`src/hw/pulse_counter_pkg.sv`:
```
package pulse_counter_pkg;

   // ----------------------------------------
   // Geometry
   // ----------------------------------------
   localparam int NUM_CH      = 4;
   localparam int CNT_W       = 16;
   localparam int NUM_TERM    = 8;
   localparam int ADDR_W      = 8;
   localparam int DATA_W      = 32;

   // ----------------------------------------
   // Register offsets (byte addresses)
   // ----------------------------------------
   localparam logic [7:0] CH1_CUR_OFS    = 8'h00;
   localparam logic [7:0] CH1_RELOAD_OFS = 8'h04;
   localparam logic [7:0] CH2_CUR_OFS    = 8'h08;
   localparam logic [7:0] CH2_PRESET_OFS = 8'h0C;
   localparam logic [7:0] CH3_CUR_OFS    = 8'h10;
   localparam logic [7:0] CH3_PRESET_OFS = 8'h14;
   localparam logic [7:0] CH4_CUR_OFS    = 8'h18;
   localparam logic [7:0] CH4_RELOAD_OFS = 8'h1C;
   localparam logic [7:0] CTRL_OFS       = 8'h20;
   localparam logic [7:0] MODE_OFS       = 8'h24;
   localparam logic [7:0] STATUS_OFS     = 8'h28;

   // ----------------------------------------
   // Field positions
   // ----------------------------------------
   localparam int CTRL_GATE_POS  = 0;
   localparam int CTRL_SRST_POS  = 4;
   localparam int CTRL_CCLR_POS  = 8;
   localparam int MODE_Q1_POS    = 0;
   localparam int MODE_Q4_POS    = 1;
   localparam int MODE_IX1_POS   = 2;
   localparam int MODE_IX4_POS   = 3;
   localparam int ST_IDX_POS     = 0;
   localparam int ST_OVF_POS     = 4;
   localparam int ST_UDF_POS     = 8;
   localparam int ST_CMP_POS     = 12;

   // ----------------------------------------
   // Terminal assignment
   // ----------------------------------------
   localparam int T_CH1_A   = 0;
   localparam int T_CH1_B   = 1;
   localparam int T_CH1_IDX = 2;
   localparam int T_CH2_P   = 3;
   localparam int T_CH3_P   = 4;
   localparam int T_CH4_IDX = 5;
   localparam int T_CH4_A   = 6;
   localparam int T_CH4_B   = 7;

   // ----------------------------------------
   // Reset values and limits
   // ----------------------------------------
   localparam logic [15:0] RELOAD_RST = 16'h0000;
   localparam logic [15:0] CNT_MAX    = 16'hFFFF;
   localparam logic [15:0] CNT_ZERO   = 16'h0000;
   localparam int QUAD_MAX_HZ   = 20000;
   localparam int SINGLE_MAX_HZ = 5000;

endpackage

```
`src/hw/four_channel_pulse_counter.sv`:
```
//----------------------------------------------------------------------
// Summary of operation
// (RQ1) Channels one and four do quadrature or single-phase; two, three single
// (RQ2) Channel one uses terminals 0,1,2; channel four uses 6,7 and index 5
// (RQ3) Quadrature mode counts up or down from the two phase inputs
// (RQ4) A leading B counts up, B leading down, one step per cycle
// (RQ5) Every count is an unsigned 16-bit value from zero to maximum
// (RQ6) Quadrature wrap past maximum or below zero sets the comparison output
// (RQ7) After quadrature wrap the count reloads from the reload word
// (RQ8) Quadrature index input loads the reload word and counting continues
// (RQ9) Quadrature software reset also loads the reload word
// (RQ10) A channel counts only while its gate bit is set
// (RQ11) Quadrature overflow and underflow flags rise in the following scan
// (RQ12) Index, overflow, underflow and hit flags last exactly one scan
// (RQ13) Compare-clear bit turns the channel's comparison output off
// (RQ14) Comparison output stays latched until compare-clear is set
// (RQ15) Index reset raises the reset flag next scan; software reset does not
// (RQ16) Program writes zero reload when index serves as encoder marker
// (RQ17) Inputs take 20 kHz on channels one and four, 5 kHz on two, three
// (RQ18) Single-phase counts up; at preset, compare output on and count zero
// (RQ19) Single-phase hit flag rises in the scan after the preset is reached
// (RQ20) Preset word at hit or reset becomes the next compare target
// (RQ21) Single-phase software reset clears the count to zero
// (RQ22) Single-phase index terminal exists on one and four, clears and flags
// (RQ23) Internal count copied to the readable word once per scan
// (RQ24) Power-up, download and system reset return counts to start value
//----------------------------------------------------------------------
`timescale 1ns/1ps
module four_channel_pulse_counter (
   input  wire logic        core_clk,
   input  wire logic        rst,
   input  wire logic [7:0]  term_in,
   input  wire logic        sys_reset_in,
   input  wire logic        download_pulse,
   input  wire logic        scan_tick,
   input  wire logic [7:0]  reg_addr,
   input  wire logic [31:0] reg_wdata,
   input  wire logic        reg_wr,
   input  wire logic        reg_rd,
   output logic      [31:0] reg_rdata,
   output logic      [3:0]  cmp_out
);

   // ----------------------------------------
   // Functions
   // ----------------------------------------
   // Count and reload words share one decode: 8 bytes per channel
   function automatic logic is_chan_reg(input logic [7:0] a);
      is_chan_reg = (a[7:5] == 3'b000) && (a[1:0] == 2'b00);
   endfunction

   function automatic logic [1:0] chan_of(input logic [7:0] a);
      chan_of = a[4:3];
   endfunction

   // ----------------------------------------
   // Declarations
   // ----------------------------------------
   logic [7:0]  term_s1_q;
   logic [7:0]  term_s2_q;
   logic        sysrst_s1_q;
   logic        sysrst_s2_q;
   logic [1:0]  idx_prev_q;
   logic [3:0]  gate_q;
   logic [3:0]  srst_q;
   logic [3:0]  cclr_q;
   logic [3:0]  mode_q;
   logic [15:0] reload_q [4];
   logic [15:0] cnt_q    [4];
   logic [15:0] cur_q    [4];
   logic [15:0] target_q [4];
   logic [3:0]  cmp_q;
   logic [3:0]  idx_pend_q;
   logic [3:0]  ovf_pend_q;
   logic [3:0]  udf_pend_q;
   logic [3:0]  idx_flag_q;
   logic [3:0]  ovf_flag_q;
   logic [3:0]  udf_flag_q;
   logic [31:0] rdata_q;
   logic [3:0]  quad;
   logic [3:0]  step_up;
   logic [3:0]  step_down;
   logic [3:0]  idx_hit;
   logic [3:0]  wrap_up;
   logic [3:0]  wrap_down;
   logic [3:0]  preset_hit;
   logic        init_cnt;
   logic [3:0]  ph_a;
   logic [3:0]  ph_b;

   // ----------------------------------------
   // Input synchronisers
   // ----------------------------------------
   // Two stages at 50 MHz leave ample margin over the pulse rates
   always_ff @(posedge core_clk) begin
      if (rst) begin
         term_s1_q   <= 8'h00;
         term_s2_q   <= 8'h00;
         sysrst_s1_q <= 1'b0;
         sysrst_s2_q <= 1'b0;
      end else begin
         term_s1_q   <= term_in;  // [RQ17]
         term_s2_q   <= term_s1_q;
         sysrst_s1_q <= sys_reset_in;
         sysrst_s2_q <= sysrst_s1_q;
      end
   end

   // Counts restart on download or while system reset input is on
   assign init_cnt = download_pulse | sysrst_s2_q;  // [RQ24]

   // ----------------------------------------
   // Mode and terminal routing
   // ----------------------------------------
   // Channels two and three have no quadrature option
   assign quad[0] = mode_q[pulse_counter_pkg::MODE_Q1_POS];  // [RQ1]
   assign quad[1] = 1'b0;  // [RQ1]
   assign quad[2] = 1'b0;  // [RQ1]
   assign quad[3] = mode_q[pulse_counter_pkg::MODE_Q4_POS];  // [RQ1]

   // Single-phase pulses ride on the phase B lane
   always_comb begin
      ph_a = 4'h0;
      ph_b = 4'h0;
      ph_a[0] = term_s2_q[pulse_counter_pkg::T_CH1_A];  // [RQ2]
      ph_b[0] = term_s2_q[pulse_counter_pkg::T_CH1_B];  // [RQ2]
      ph_b[1] = term_s2_q[pulse_counter_pkg::T_CH2_P];
      ph_b[2] = term_s2_q[pulse_counter_pkg::T_CH3_P];
      ph_a[3] = term_s2_q[pulse_counter_pkg::T_CH4_A];  // [RQ2]
      ph_b[3] = term_s2_q[pulse_counter_pkg::T_CH4_B];  // [RQ2]
   end

   genvar g;
   generate
      for (g = 0; g < 4; g++) begin : g_dec
         pulse_step_decoder u_dec (
            .core_clk  (core_clk),
            .rst       (rst),
            .quad      (quad[g]),
            .phase_a   (ph_a[g]),
            .phase_b   (ph_b[g]),
            .step_up   (step_up[g]),
            .step_down (step_down[g])
         );
      end
   endgenerate

   // ----------------------------------------
   // Index terminals
   // ----------------------------------------
   always_ff @(posedge core_clk) begin
      if (rst) begin
         idx_prev_q <= 2'b00;
      end else begin
         idx_prev_q[0] <= term_s2_q[pulse_counter_pkg::T_CH1_IDX];
         idx_prev_q[1] <= term_s2_q[pulse_counter_pkg::T_CH4_IDX];
      end
   end

   // Only channels one and four own an index terminal
   always_comb begin
      idx_hit = 4'h0;
      idx_hit[0] = mode_q[pulse_counter_pkg::MODE_IX1_POS]
                 & term_s2_q[pulse_counter_pkg::T_CH1_IDX]
                 & ~idx_prev_q[0];  // [RQ2] [RQ22]
      idx_hit[3] = mode_q[pulse_counter_pkg::MODE_IX4_POS]
                 & term_s2_q[pulse_counter_pkg::T_CH4_IDX]
                 & ~idx_prev_q[1];  // [RQ2] [RQ22]
   end

   // ----------------------------------------
   // Count events
   // ----------------------------------------
   always_comb begin
      for (int c = 0; c < 4; c++) begin
         wrap_up[c]    = quad[c] & gate_q[c] & step_up[c]
                       & (cnt_q[c] == pulse_counter_pkg::CNT_MAX);  // [RQ6]
         wrap_down[c]  = quad[c] & gate_q[c] & step_down[c]
                       & (cnt_q[c] == pulse_counter_pkg::CNT_ZERO);  // [RQ6]
         preset_hit[c] = ~quad[c] & gate_q[c] & step_up[c]
                       & ((cnt_q[c] + 16'h0001) == target_q[c]);  // [RQ18]
      end
   end

   // ----------------------------------------
   // Counters
   // ----------------------------------------
   // Resets win over a count step landing in the same cycle
   always_ff @(posedge core_clk) begin
      if (rst) begin
         for (int c = 0; c < 4; c++) begin
            cnt_q[c]    <= pulse_counter_pkg::RELOAD_RST;  // [RQ24]
            target_q[c] <= pulse_counter_pkg::RELOAD_RST;
         end
      end else begin
         for (int c = 0; c < 4; c++) begin
            if (init_cnt) begin
               cnt_q[c]    <= quad[c] ? reload_q[c]
                                      : pulse_counter_pkg::CNT_ZERO;  // [RQ24]
               target_q[c] <= reload_q[c];
            end else if (srst_q[c] | idx_hit[c]) begin
               if (quad[c]) begin
                  cnt_q[c] <= reload_q[c];  // [RQ8] [RQ9]
               end else begin
                  cnt_q[c]    <= pulse_counter_pkg::CNT_ZERO;  // [RQ21] [RQ22]
                  target_q[c] <= reload_q[c];  // [RQ20]
               end
            end else if (wrap_up[c] | wrap_down[c]) begin
               cnt_q[c] <= reload_q[c];  // [RQ7]
            end else if (preset_hit[c]) begin
               cnt_q[c]    <= pulse_counter_pkg::CNT_ZERO;  // [RQ18]
               target_q[c] <= reload_q[c];  // [RQ20]
            end else if (gate_q[c] & step_up[c]) begin
               cnt_q[c] <= cnt_q[c] + 16'h0001;  // [RQ5] [RQ10]
            end else if (gate_q[c] & step_down[c]) begin
               cnt_q[c] <= cnt_q[c] - 16'h0001;  // [RQ5] [RQ10]
            end
         end
      end
   end

   // ----------------------------------------
   // Comparison outputs
   // ----------------------------------------
   // A new event in the clear cycle keeps the output on
   always_ff @(posedge core_clk) begin
      if (rst) begin
         cmp_q <= 4'h0;
      end else begin
         for (int c = 0; c < 4; c++) begin
            if (wrap_up[c] | wrap_down[c] | preset_hit[c]) begin
               cmp_q[c] <= 1'b1;  // [RQ6] [RQ14] [RQ18]
            end else if (cclr_q[c]) begin
               cmp_q[c] <= 1'b0;  // [RQ13]
            end
         end
      end
   end

   assign cmp_out = cmp_q;

   // ----------------------------------------
   // Scan-paced status
   // ----------------------------------------
   // Events wait for the next scan boundary, then show for one scan
   always_ff @(posedge core_clk) begin
      if (rst) begin
         idx_pend_q <= 4'h0;
         ovf_pend_q <= 4'h0;
         udf_pend_q <= 4'h0;
      end else begin
         for (int c = 0; c < 4; c++) begin
            if (idx_hit[c] & ~srst_q[c] & ~init_cnt) begin
               idx_pend_q[c] <= 1'b1;  // [RQ15] [RQ22]
            end else if (scan_tick) begin
               idx_pend_q[c] <= 1'b0;
            end
            if (wrap_up[c] | preset_hit[c]) begin
               ovf_pend_q[c] <= 1'b1;  // [RQ11] [RQ19]
            end else if (scan_tick) begin
               ovf_pend_q[c] <= 1'b0;
            end
            if (wrap_down[c]) begin
               udf_pend_q[c] <= 1'b1;  // [RQ11]
            end else if (scan_tick) begin
               udf_pend_q[c] <= 1'b0;
            end
         end
      end
   end

   always_ff @(posedge core_clk) begin
      if (rst) begin
         idx_flag_q <= 4'h0;
         ovf_flag_q <= 4'h0;
         udf_flag_q <= 4'h0;
      end else if (scan_tick) begin
         idx_flag_q <= idx_pend_q;  // [RQ12] [RQ15]
         ovf_flag_q <= ovf_pend_q;  // [RQ11] [RQ12] [RQ19]
         udf_flag_q <= udf_pend_q;  // [RQ11] [RQ12]
      end
   end

   // Readable count lags the live count by up to one scan
   always_ff @(posedge core_clk) begin
      if (rst) begin
         for (int c = 0; c < 4; c++) begin
            cur_q[c] <= pulse_counter_pkg::RELOAD_RST;
         end
      end else if (scan_tick) begin
         for (int c = 0; c < 4; c++) begin
            cur_q[c] <= cnt_q[c];  // [RQ23]
         end
      end
   end

   // ----------------------------------------
   // Register writes
   // ----------------------------------------
   // Reload of zero is the program's duty for marker use [RQ16]
   always_ff @(posedge core_clk) begin
      if (rst) begin
         for (int c = 0; c < 4; c++) begin
            reload_q[c] <= pulse_counter_pkg::RELOAD_RST;
         end
      end else if (reg_wr & is_chan_reg(reg_addr) & reg_addr[2]) begin
         reload_q[chan_of(reg_addr)] <= reg_wdata[15:0];
      end
   end

   always_ff @(posedge core_clk) begin
      if (rst) begin
         gate_q <= 4'h0;
         mode_q <= 4'h0;
      end else if (reg_wr) begin
         if (reg_addr == pulse_counter_pkg::CTRL_OFS) begin
            gate_q <=
               reg_wdata[pulse_counter_pkg::CTRL_GATE_POS +: 4];  // [RQ10]
         end
         if (reg_addr == pulse_counter_pkg::MODE_OFS) begin
            mode_q <= reg_wdata[3:0];  // [RQ1]
         end
      end
   end

   // Software reset and compare-clear are one-cycle strobes
   always_ff @(posedge core_clk) begin
      if (rst) begin
         srst_q <= 4'h0;
         cclr_q <= 4'h0;
      end else if (reg_wr && reg_addr == pulse_counter_pkg::CTRL_OFS) begin
         srst_q <= reg_wdata[pulse_counter_pkg::CTRL_SRST_POS +: 4];  // [RQ9]
         cclr_q <= reg_wdata[pulse_counter_pkg::CTRL_CCLR_POS +: 4];  // [RQ13]
      end else begin
         srst_q <= 4'h0;
         cclr_q <= 4'h0;
      end
   end

   // ----------------------------------------
   // Register reads
   // ----------------------------------------
   always_ff @(posedge core_clk) begin
      if (rst) begin
         rdata_q <= 32'h0000_0000;
      end else if (reg_rd) begin
         rdata_q <= 32'h0000_0000;
         if (is_chan_reg(reg_addr)) begin
            if (reg_addr[2]) begin
               rdata_q[15:0] <= reload_q[chan_of(reg_addr)];
            end else begin
               rdata_q[15:0] <= cur_q[chan_of(reg_addr)];  // [RQ23]
            end
         end else if (reg_addr == pulse_counter_pkg::CTRL_OFS) begin
            rdata_q[pulse_counter_pkg::CTRL_GATE_POS +: 4] <= gate_q;
         end else if (reg_addr == pulse_counter_pkg::MODE_OFS) begin
            rdata_q[3:0] <= mode_q;
         end else if (reg_addr == pulse_counter_pkg::STATUS_OFS) begin
            rdata_q[pulse_counter_pkg::ST_IDX_POS +: 4] <= idx_flag_q;
            rdata_q[pulse_counter_pkg::ST_OVF_POS +: 4] <= ovf_flag_q;
            rdata_q[pulse_counter_pkg::ST_UDF_POS +: 4] <= udf_flag_q;
            rdata_q[pulse_counter_pkg::ST_CMP_POS +: 4] <= cmp_q;
         end
      end
   end

   assign reg_rdata = rdata_q;

endmodule

```
`src/hw/pulse_step_decoder.sv`:
```
`timescale 1ns/1ps
module pulse_step_decoder (
   input  wire logic core_clk,
   input  wire logic rst,
   input  wire logic quad,
   input  wire logic phase_a,
   input  wire logic phase_b,
   output logic      step_up,
   output logic      step_down
);

   logic a_q;
   logic b_q;

   always_ff @(posedge core_clk) begin
      if (rst) begin
         a_q <= 1'b0;
         b_q <= 1'b0;
      end else begin
         a_q <= phase_a;
         b_q <= phase_b;
      end
   end

   // ----------------------------------------
   // Step decode
   // ----------------------------------------
   // One step per full cycle: A edges sampled only while B is low
   always_comb begin
      step_up   = 1'b0;
      step_down = 1'b0;
      if (quad) begin
         step_up   = phase_a & ~a_q & ~phase_b;  // [RQ3] [RQ4]
         step_down = ~phase_a & a_q & ~phase_b;  // [RQ3] [RQ4]
      end else begin
         step_up   = phase_b & ~b_q;  // [RQ18]
      end
   end

endmodule

```
`config.mk`:
```
export PLATFORM = sky130hd
export DESIGN_NAME = four_channel_pulse_counter
export DESIGN_NICKNAME = d
export VERILOG_FILES = /design/src/hw/pulse_counter_pkg.sv /design/src/hw/four_channel_pulse_counter.sv /design/src/hw/pulse_step_decoder.sv
export SDC_FILE = /design/constraint.sdc
export NUM_CORES = 1
export LEC_CHECK = 0
export ABC_AREA = 1
export BUFFER_PORTS_ARGS = -buffer_cell sky130_fd_sc_hd__buf_4
export CORE_ASPECT_RATIO = 0.6
export CORE_UTILIZATION = 30
export CTS_CLUSTER_SIZE = 25
export DETAILED_ROUTE_END_ITERATION = 7
export PLACE_DENSITY = 0.45
export SYNTH_ARGS = -nofsm -noshare
export SYNTH_HDL_FRONTEND = slang
export SYNTH_SLANG_ARGS = --single-unit
```
`constraint.sdc`:
```
create_clock -name core_clk -period 4.2 [get_ports core_clk]
set_input_delay 0.84 -clock core_clk [delete_from_list [all_inputs] [get_ports core_clk]]
set_output_delay 0.84 -clock core_clk [all_outputs]
set_load 0.01 [all_outputs]
```
# Word-level counts from Yosys, hierarchy flattened
# Memories as Yosys holds them, arrays and structs flattened.
# Cells that the tools add are included.
[word_totals]
reg_bits = 78
inputBits = 55
memories = 4
out_inout_bits = 36
mem_bits_rw = 256
[op_classes]
bitwise = 111
n_mux = 184
add_sub_neg = 6
reduce_logical = 22
eq_ne = 9
[mem_list]
columns = ["name", "depth", "width", "rd", "rd_clocked_by_memory_dff", "write_ports", "line", "text"]
rows = [
  ["cnt_q", 4, 16, 4, 0, 4, "four_channel_pulse_counter.sv:69", "logic [15:0] cnt_q [4];"],
  ["cur_q", 4, 16, 1, 0, 4, "four_channel_pulse_counter.sv:70", "logic [15:0] cur_q [4];"],
  ["reload_q", 4, 16, 5, 0, 4, "four_channel_pulse_counter.sv:68", "logic [15:0] reload_q [4];"],
  ["target_q", 4, 16, 4, 0, 4, "four_channel_pulse_counter.sv:71", "logic [15:0] target_q [4];"],
]
[op_table]
columns = ["cell", "n"]
rows = [
  ["$mux 16", 44],
  ["$mux 1", 135],
  ["$add 16x1->16 const B", 4],
  ["$eq 16x16->1", 4],
  ["$or 1x1->1", 47],
  ["$and 1x1->1", 46],
  ["$eq 16x16->1 const B", 2],
  ["$logic_not 16->1", 2],
  ["$sub 16x1->16 const B", 2],
  ["$eq 8x6->1 const B", 3],
  ["$mux 12", 2],
  ["$reduce_bool 2->1", 12],
  ["$not 1->1", 18],
  ["$reduce_or 16->1", 1],
  ["$mux 4", 2],
  ["$reduce_and 2->1", 2],
  ["$logic_not 3->1", 1],
  ["$logic_and 1x1->1", 2],
  ["$logic_not 2->1", 1],
  ["$mux 2", 1],
  ["$reduce_or 2->1", 1],
]

# Depth between registers and ports, before layout
# Gate-level depths: netlist of the first run.
[depth]
word_depth = 16
mapped_depth = 18
depth_no_buf = 17

# By module
# From an unflattened synthesis of the first run, not the netlist that was laid out.
[unflattened]
cells_unflattened = 2178
area_unflattened_um2 = 17981.0
[by_module_without_submodules]
columns = ["module", "instances", "area_per_inst_um2", "cells_each", "seq_area_each_um2"]
rows = [
  ["four_channel_pulse_counter", 1, 17610.6, 2118, 9128.8],
  ["pulse_step_decoder", 4, 92.6, 15, 40.0],
]

# Least setup slack after synthesis of the first run
# OpenSTA, ideal clock, no wires.
[synth_path]
path_type = "in2reg"
start = "input port reg_addr[1]"
end = "memory reload_q[3][0], enable pin"
t_arrival_ns = 2.903
path_slack_ns = 0.883
setup_ns = 0.414
cell_stages = 7
t_required_ns = 3.786
path_buffers = 0
cell_sequence = "nor2_1 > inv_1 > nor4_1 > inv_1 > nor2_1 > nand2_1 > o31ai_1"
[synth_lines]
columns = ["item", "line", "text"]
rows = [
  ["start, declared", "four_channel_pulse_counter.sv:36", "input wire logic [7:0] reg_addr,"],
  ["end, declared", "four_channel_pulse_counter.sv:68", ""],
]

==> results of run 1 <==
-- cells by family (layout without fill, tap and decap cells) --
| logic type | Yosys count | count (layout) | synth area share, % |
|---|---|---|---|
| XOR/XNOR | 50 | 50 | 2.75 |
| AND/OR/NAND/NOR | 1084 | 1084 | 27.8 |
| buffers and inverters | 364 | 439 | 8.54 |
| adder cells (fa/ha/maj) | 6 | 6 | 0.430 |
| flip-flops | 334 | 334 | 53.0 |
| other | 1 | 16 | 0.0215 |
| AO/OA/AOI/OAI | 229 | 229 | 7.48 |
-- metrics by stage --
stage	hold WS (ns)	power [mW]	std cells	utilization (%)	setup slack, ns
finish	0.399	7.92	2928	34.8	0.713
global route	0.414	8.17	2928	34.8	0.358
CTS	0.398	7.97	2928	34.8	0.745
detailed placement	0.394	4.66	2864	32.7	0.754
global placement	0.390	4.66	2864	32.7	0.752
floorplan	0.388	4.32	2083	-	0.883
-- metal layers --
layer  global-route usage, %  part of all wire [%]  routed length (um)  vias to the layer above
li1                        -                     -                   -                     6967
met1                    36.6                    51               33600                     7095
met2                    26.4                    35               22900                      749
met3                    7.17                    12                8070                       74
met4                    4.22                   1.8                1150                        0
met5                       0                     0                   0                        -
-- final timing paths --
check	start	end	slack (ns)
worst max register to register	cnt_q[1][0]$_SDFFCE_PN0P_	target_q[1][0]$_SDFFCE_PN0P_	0.71
worst max-delay path	cnt_q[1][0]$_SDFFCE_PN0P_	target_q[1][0]$_SDFFCE_PN0P_	0.71
worst min register to register	term_s1_q[7]$_SDFF_PP0_	term_s2_q[7]$_SDFF_PP0_	0.40
worst min-delay path	term_s1_q[7]$_SDFF_PP0_	term_s2_q[7]$_SDFF_PP0_	0.40
-- flip-flops by register name, summed over array words and instances (netlist names), 8 cells and up --
signal,flops
cnt_q,64
cur_q,64
reg_rdata,16
reload_q,64
target_q,64
term_s1_q,8
term_s2_q,8
-- cells in the final DEF, fill, tap and decap left out, drive strengths merged --
master / instances
nand2: 396
nor2: 377
inv: 271
edfxtp: 256
nand3: 173
buf: 102
o21ai: 97
dfxtp: 78
a21oi: 65
nor3: 53
clkbuf: 52
nand4: 47
xor2: 40
nand3b: 19
o22ai: 19
conb: 16
a31oi: 15
o211ai: 15
clkinv: 11
nor4: 10
xnor2: 7
or2: 7
ha: 6
o21bai: 3
xnor3: 3
a41oi: 3
and3: 2
o221ai: 2
o2111ai: 2
a221oi: 2
clkinvlp: 2
a21boi: 2
a21o: 1
o31ai: 1
o32ai: 1
a22oi: 1
bufinv: 1
-- worst register-to-register path: cells and delay by family (launching register included) --
kind	cells	cell delay (ns)
compound gates	1	0.17
simple gates	13	2.16
fa+ha+maj	1	0.32
flops	1	0.47
-- layout make-up --
class	count	area, sq um
multi-input cells	1385	6800
well taps	770	963
clock buffers	52	1110
repair buffers	102	778
fillers	6071	37500
clock inverters	12	90.1
flip-flops and latches	334	9250
inverters	273	1020
-- report_power, final --
part | switching (mW) | internal [mW] | leakage (nW) | total [mW]
sequential | 0.169 | 3.73 | 3.36 | 3.90
combinational | 0.502 | 0.208 | 4.20 | 0.710
clock | 1.41 | 1.90 | 0.589 | 3.31
total | 2.08 | 5.83 | 8.15 | 7.92
==> key figures, run 1 <==
STA
  – Min Tclk post-route: 3.49 ns
  – Clock skew: 0.0242 ns
  – RSZ-0062 raised after global routing: false
  – Final period utilization: 83.0%
  – Final Slew Violations: 0
  – Setup tns final: 0 ns
  – Final Hold Fails: 0
  – Worst relative slew slack: 27.1%
  – Worst-margin pin slew: 1.09 ns
  – Final setup vio count: 0
  – Fmax: 0.287 GHz

Floorplanning
  – DIE AREA: 59,200 sq um
  – Num ports: 91
  – Initial core utilization: 30.4%
  – Die extent in y: 189 um
  – Area of the core: 57,500 sq um
  – Die width: 313 um
  – Std cell rows: 68

Setup path
  – Crit-path max FO: 17
  – Worst EP arrival: 3.66 ns
  – Crit-path cells: ha_1 -> nand2_2 -> nor2_2 -> nand2_1 -> o21ai_1 -> nand2_1 -> nand2_1 -> nand2_1 -> nor2_1 -> nand3_1 -> nor2_1 -> nand4_1 -> nand2_1 -> nand2_2 -> nand2_1
  – R2R depth: 15
  – Slowest stage delay, CP: 0.57 ns
  – CP bufs+invs: 0
  – WS Path Type: register to register
  – Slowest stage cell, crit path: nand2_1
  – Largest delay share family, worst path: simple AND/OR/NAND/NOR gates
  – Worst setup SP type: register
  – CP most frequent cell: nand2_1
  – Required @ worst endpoint: 4.38 ns
  – CP Capture Type: register
  – Worst path depth: 15

Min path
  – Hold Path Depth: 2
  – Hold WC Path Type: register to register

Clock tree
  – Cts hold-fix bufs: 0
  – CTS Buf Count: 36
  – Post-CTS sizing: 0
  – Clk slew on worst S/H paths: 0.06 ns
  – CTS tree: yes
  – Clock latency on the worst-skew pair: 0.55 ns
  – Root Driver: clkbuf_16
  – Post-CTS setup buffer count: 0
  – H-Tree Depth: 2
  – Max Root-Sink Buffers: 3
  – Clk sinks: 334

Final layout
  – NumNets Final: 2,193
  – Number of diodes: 0
  – Design area: 20,000 sq um
  – Area Overhead vs Synth: 14.6%
  – Layout cells sized above 1: 11.9%

GRT
  – First-pass GRT wire length: 94,700 um
  – Initial antenna violation count: 3
  – Total gr overflow: 0
  – Total track usage: 22.1%
  – Number of global-route vias before repair: 13,600
  – Largest net degree at the start of global routing: 71

Yosys
  – Gate Count Post-Synth: 2,068
  – Synth Warn #: 0
  – Yosys reg bits: 334
  – Netlist cell types: 56
  – Number of synthesized flops with an enable pin: 256
  – Top-count cell post-synth: nand2_1
  – Mapped Area: 17,500 sq um
  – Seq/Total Area, Yosys: 53.0%
  – Cell taking the most area after synthesis: edfxtp_1
  – Mean Syn Cell Area: 8.44 sq um
  – Asr flop ratio synth: 0%
  – Area contributors post-synth: edfxtp_1 44%, dfxtp_1 8.9%, nand2_1 8.0%
  – Post-synth top area share: 44.0%
  – Top_reg_cell synth: edfxtp_1
  – Most frequent cells after synthesis: 371 x nand2_1, 360 x nor2_1, 256 x edfxtp_1

Routing
  – Vias: 14,900
  – Post-route ant nets: 0
  – Iteration-0 DRC Markers: 1,810
  – Routed len/inst: 22.4 um
  – DRC viols: 0
  – First drt pass iteration count: 6
  – Drt via density: 5.08
  – Overall routed net length: 65,700 um

Flow run
  – Max-cap violation count: 0

Outcome
  – Status: completed

Placement
  – DP Area: 18,800 sq um
  – HPWL after detailed placement: 49,800 um
  – RD Place Congestion: 0.947
  – Port bufs: 58

Power and ir drop
  – Maximum VDD drop: 0.000225 V
  – Leak: 8.15 nW
  – Pwr Density: 396 nW/um^2
(Power assumes the default switching activity.)
==> run 2: changes to the inputs <==
--- a/config.mk
+++ b/config.mk
@@ -5,7 +5,7 @@
 export SDC_FILE = /design/constraint.sdc
 export NUM_CORES = 1
 export LEC_CHECK = 0
-export ABC_AREA = 1
+export ABC_AREA = 0
 export BUFFER_PORTS_ARGS = -buffer_cell sky130_fd_sc_hd__buf_4
 export CORE_ASPECT_RATIO = 0.6
 export CORE_UTILIZATION = 30
==> constraint.sdc (replaced) <==
create_clock -name core_clk -period 3.4 [get_ports core_clk]
set_input_delay 0.68 -clock core_clk [delete_from_list [all_inputs] [get_ports core_clk]]
set_output_delay 0.68 -clock core_clk [all_outputs]
set_load 0.01 [all_outputs]
==> key figures, run 2 <==
Routing
  – Vias: 13,300 (-11%)
  – First drt pass iteration count: 7 (+1)
  – Overall routed net length: 65,600 um (-0.26%)
  – Iteration-0 DRC Markers: 1,422 (-21%)
  – Post-route ant nets: 0 (unchanged)
  – Drt via density: 5.28 (+3.8%)
  – DRC viols: 0 (unchanged)
  – Routed len/inst: 26.0 um (+16%)

Power and ir drop
  – Leak: 7.91 nW (-2.9%)
  – Maximum VDD drop: 0.000286 V (+27%)
  – Pint: 7.26 mW (+25%)
  – Clk pwr share: 40.1% (-1.7 points)
  – P_sw: 2.60 mW (+25%)
  – Overall Power: 9.87 mW (+25%)
  – Pwr Density: 464 nW/um^2 (+17%)
  – Sw Ratio: 26.4% (+0.086 points)
  – Comb pwr share: 11.2% (+2.2 points)
  – Seq pwr share: 48.7% (-0.6 points)

Placement
  – Placed Cells: 2,438 (-15%)
  – HPWL after detailed placement: 49,500 um (-0.63%)
  – Port bufs: 58 (unchanged)
  – DP Area: 19,700 sq um (+4.6%)
  – Dpl ws: -0.0943 ns (-0.849 ns)
  – RD Place Congestion: 0.916 (-3.3%)

Final layout
  – Final Instance Count excl. Fillers: 2,521 (-14%)
  – Design area: 21,300 sq um (+6.3%)
  – Commonest non-fill, non-tap cells in the layout: 256 x edfxtp_1, 202 x buf_4, 127 x nor2_1
  – Layout cells sized above 1: 22.1% (+10 points)
  – Post-Route Utilization: 36.9% (+2.1 points)
  – Commonest non-fill, non-tap cell in the layout: edfxtp_1
  – Area of the multi-input gates: 8030 sq um (+18%)
  – NumNets Final: 1,781 (-19%)
  – Fillers: 5,732 (-5.6%)
  – Area Overhead vs Synth: 21.0%
  – Sequential cell area: 9250 sq um (unchanged)

GRT
  – Number of global-route vias before repair: 12,800 (-5.9%)
  – Total gr overflow: 0 (unchanged)
  – Largest net degree at the start of global routing: 60 (-15%)
  – Total track usage: 21.7% (-0.37 points)
  – Initial antenna violation count: 6 (+3)
  – First-pass GRT wire length: 93,000 um (-1.8%)

Clock tree
  – Clk sinks: 334 (unchanged)
  – CTS tree: yes
  – Clock latency on the worst-skew pair: 0.55 ns (about the same)
  – Max Root-Sink Buffers: 3 (unchanged)
  – Cts hold-fix bufs: 0 (unchanged)
  – Root Driver: clkbuf_16
  – Clk slew on worst S/H paths: 0.06 ns (about the same)
  – CTS Buf Count: 36 (unchanged)
  – H-Tree Depth: 2 (unchanged)

Floorplanning
  – Num ports: 91 (unchanged)
  – Initial core utilization: 30.5% (+0.14 points)
  – Std cell rows: 68 (unchanged)
  – Die extent in y: 190 um (+0.38%)
  – Area of the core: 57,700 sq um (+0.30%)
  – DIE AREA: 59,600 sq um (+0.75%)
  – Die width: 315 um (+0.38%)

STA
  – Setup tns final: 0 ns (unchanged)
  – Final Slew Violations: 0 (unchanged)
  – Min Tclk post-route: 3.39 ns (-0.0949 ns)
  – Worst-margin pin slew: 0.839 ns (-0.255 ns)
  – Fin worst setup slack: 0.00769 ns (-0.705 ns)
  – Final Hold Fails: 0 (unchanged)
  – Worst relative slew slack: 43.8% (+17 points)
  – Hold_ws: 0.356 ns (-0.0428 ns)
  – Clock skew: 0.0167 ns (-0.00756 ns)
  – Final setup vio count: 0 (unchanged)
  – Fmax: 0.295 GHz (+2.8%)
  – Final period utilization: 99.8% (+17 points)
  – RSZ-0062 raised after global routing: true

Yosys
  – Yosys reg bits: 334 (unchanged)
  – Area contributors post-synth: edfxtp_1 44%, dfxtp_1 8.9%, and2_1 4.7%
  – Netlist cell types: 86 (+54%)
  – Mapped Area: 17,600 sq um (+0.76%)
  – Synth Warn #: 0 (unchanged)
  – Asr flop ratio synth: 0% (unchanged)
  – Cell taking the most area after synthesis: edfxtp_1
  – Top-count cell post-synth: edfxtp_1
  – Most frequent cells after synthesis: 256 x edfxtp_1, 133 x and2_1, 128 x nor2_1
  – Mean Syn Cell Area: 11.2 sq um (+32%)
  – Top_reg_cell synth: edfxtp_1
  – Gate Count Post-Synth: 1,574 (-24%)
  – Post-synth top area share: 43.7% (-0.33 points)
  – Seq/Total Area, Yosys: 52.6% (-0.40 points)
  – Number of synthesized flops with an enable pin: 256 (unchanged)

Setup path
  – CP most frequent cell: or4_4
  – Slowest stage cell, crit path: or4_4
  – CP bufs+invs: 1 (+1)
  – CP Capture Type: register
  – Worst setup SP type: register
  – Required @ worst endpoint: 3.82 ns (-0.56 ns)
  – Slowest stage delay, CP: 0.55 ns (-0.02 ns)
  – Largest delay share family, worst path: simple AND/OR/NAND/NOR gates
  – WS Path Type: register to register
  – Crit-path cells: ha_2 -> xnor2_2 -> xnor2_1 -> or3_1 -> or4_4 -> or4_4 -> or4_4 -> a21oi_4 -> clkbuf_16 -> and2_4
  – Worst EP arrival: 3.81 ns (+0.15 ns)
  – Crit-path max FO: 5 (-12)

Flow run
  – Max-cap violation count: 0 (unchanged)

Min path
  – Hold WC Path Type: input port to register

Outcome
  – Status: completed
==> run 2: final timing paths <==
check / cells after the start / slack (ns) / from / endpoint
worst max register to register: 10 / 0.008 / cnt_q[1][1]$_SDFFCE_PN0P_ / target_q[1][0]$_SDFFCE_PN0P_
worst max-delay path: 10 / 0.008 / cnt_q[1][1]$_SDFFCE_PN0P_ / target_q[1][0]$_SDFFCE_PN0P_
worst min-delay path: 2 / 0.36 / term_in[0] / term_s1_q[0]$_SDFF_PP0_
worst min register to register: 1 / 0.44 / sysrst_s1_q$_SDFF_PP0_ / sysrst_s2_q$_SDFF_PP0_
==> run 2: what timing repair did <==
action / in CTS / in global routing
pin swaps: 2 / 18
setup buffers: 2 / 9
setup endpoints to repair: 69 / 144
cloned: 0 / 3
resized for setup: 8 / 57
==> run 2: per-layer routing <==
metal	vias to the layer above	GRT usage [%]	part of all wire, %
met2	553	28.0	38
met1	6650	34.4	50
met5	-	0	0
met4	0	3.81	1.4
met3	61	7.15	11
li1	6039	-	-
==> run 2: cell families (layout without fill, tap and decap cells) <==
group	count (synthesis)	in the layout	share of synthesized area [%]
AND/OR/NAND/NOR	706	706	22.4
flip-flops	334	334	52.6
adder cells (fa/ha/maj)	6	6	0.427
AO/OA/AOI/OAI	164	164	6.80
other	1	19	0.0213
multiplexers	76	76	6.62
XOR/XNOR	133	133	7.26
buffers and inverters	154	313	3.86
==> run 2: cell type report <==
class / instances / share of cell area, %
Sequential cell: 334 / 43.5
Multi-Input combinational cell: 1101 / 37.7
Timing Repair Buffer: 216 / 8.37
Clock buffer: 51 / 4.80
Tap cell: 770 / 4.53
Clock inverter: 15 / 0.547
Inverter: 31 / 0.547
Antenna cell: 3 / 0.0353
==> run 2: power by group through the flow <==
stage,Clock (mW),Sequential [mW],Combinational [mW]
2_1_floorplan,0,4.78,0.634
3_3_place_gp,0,4.88,1.03
3_5_place_dp,0,4.88,1.03
4_1_cts,4.02,4.79,1.05
5_1_grt,4.17,4.82,1.18
6_report,3.96,4.80,1.10
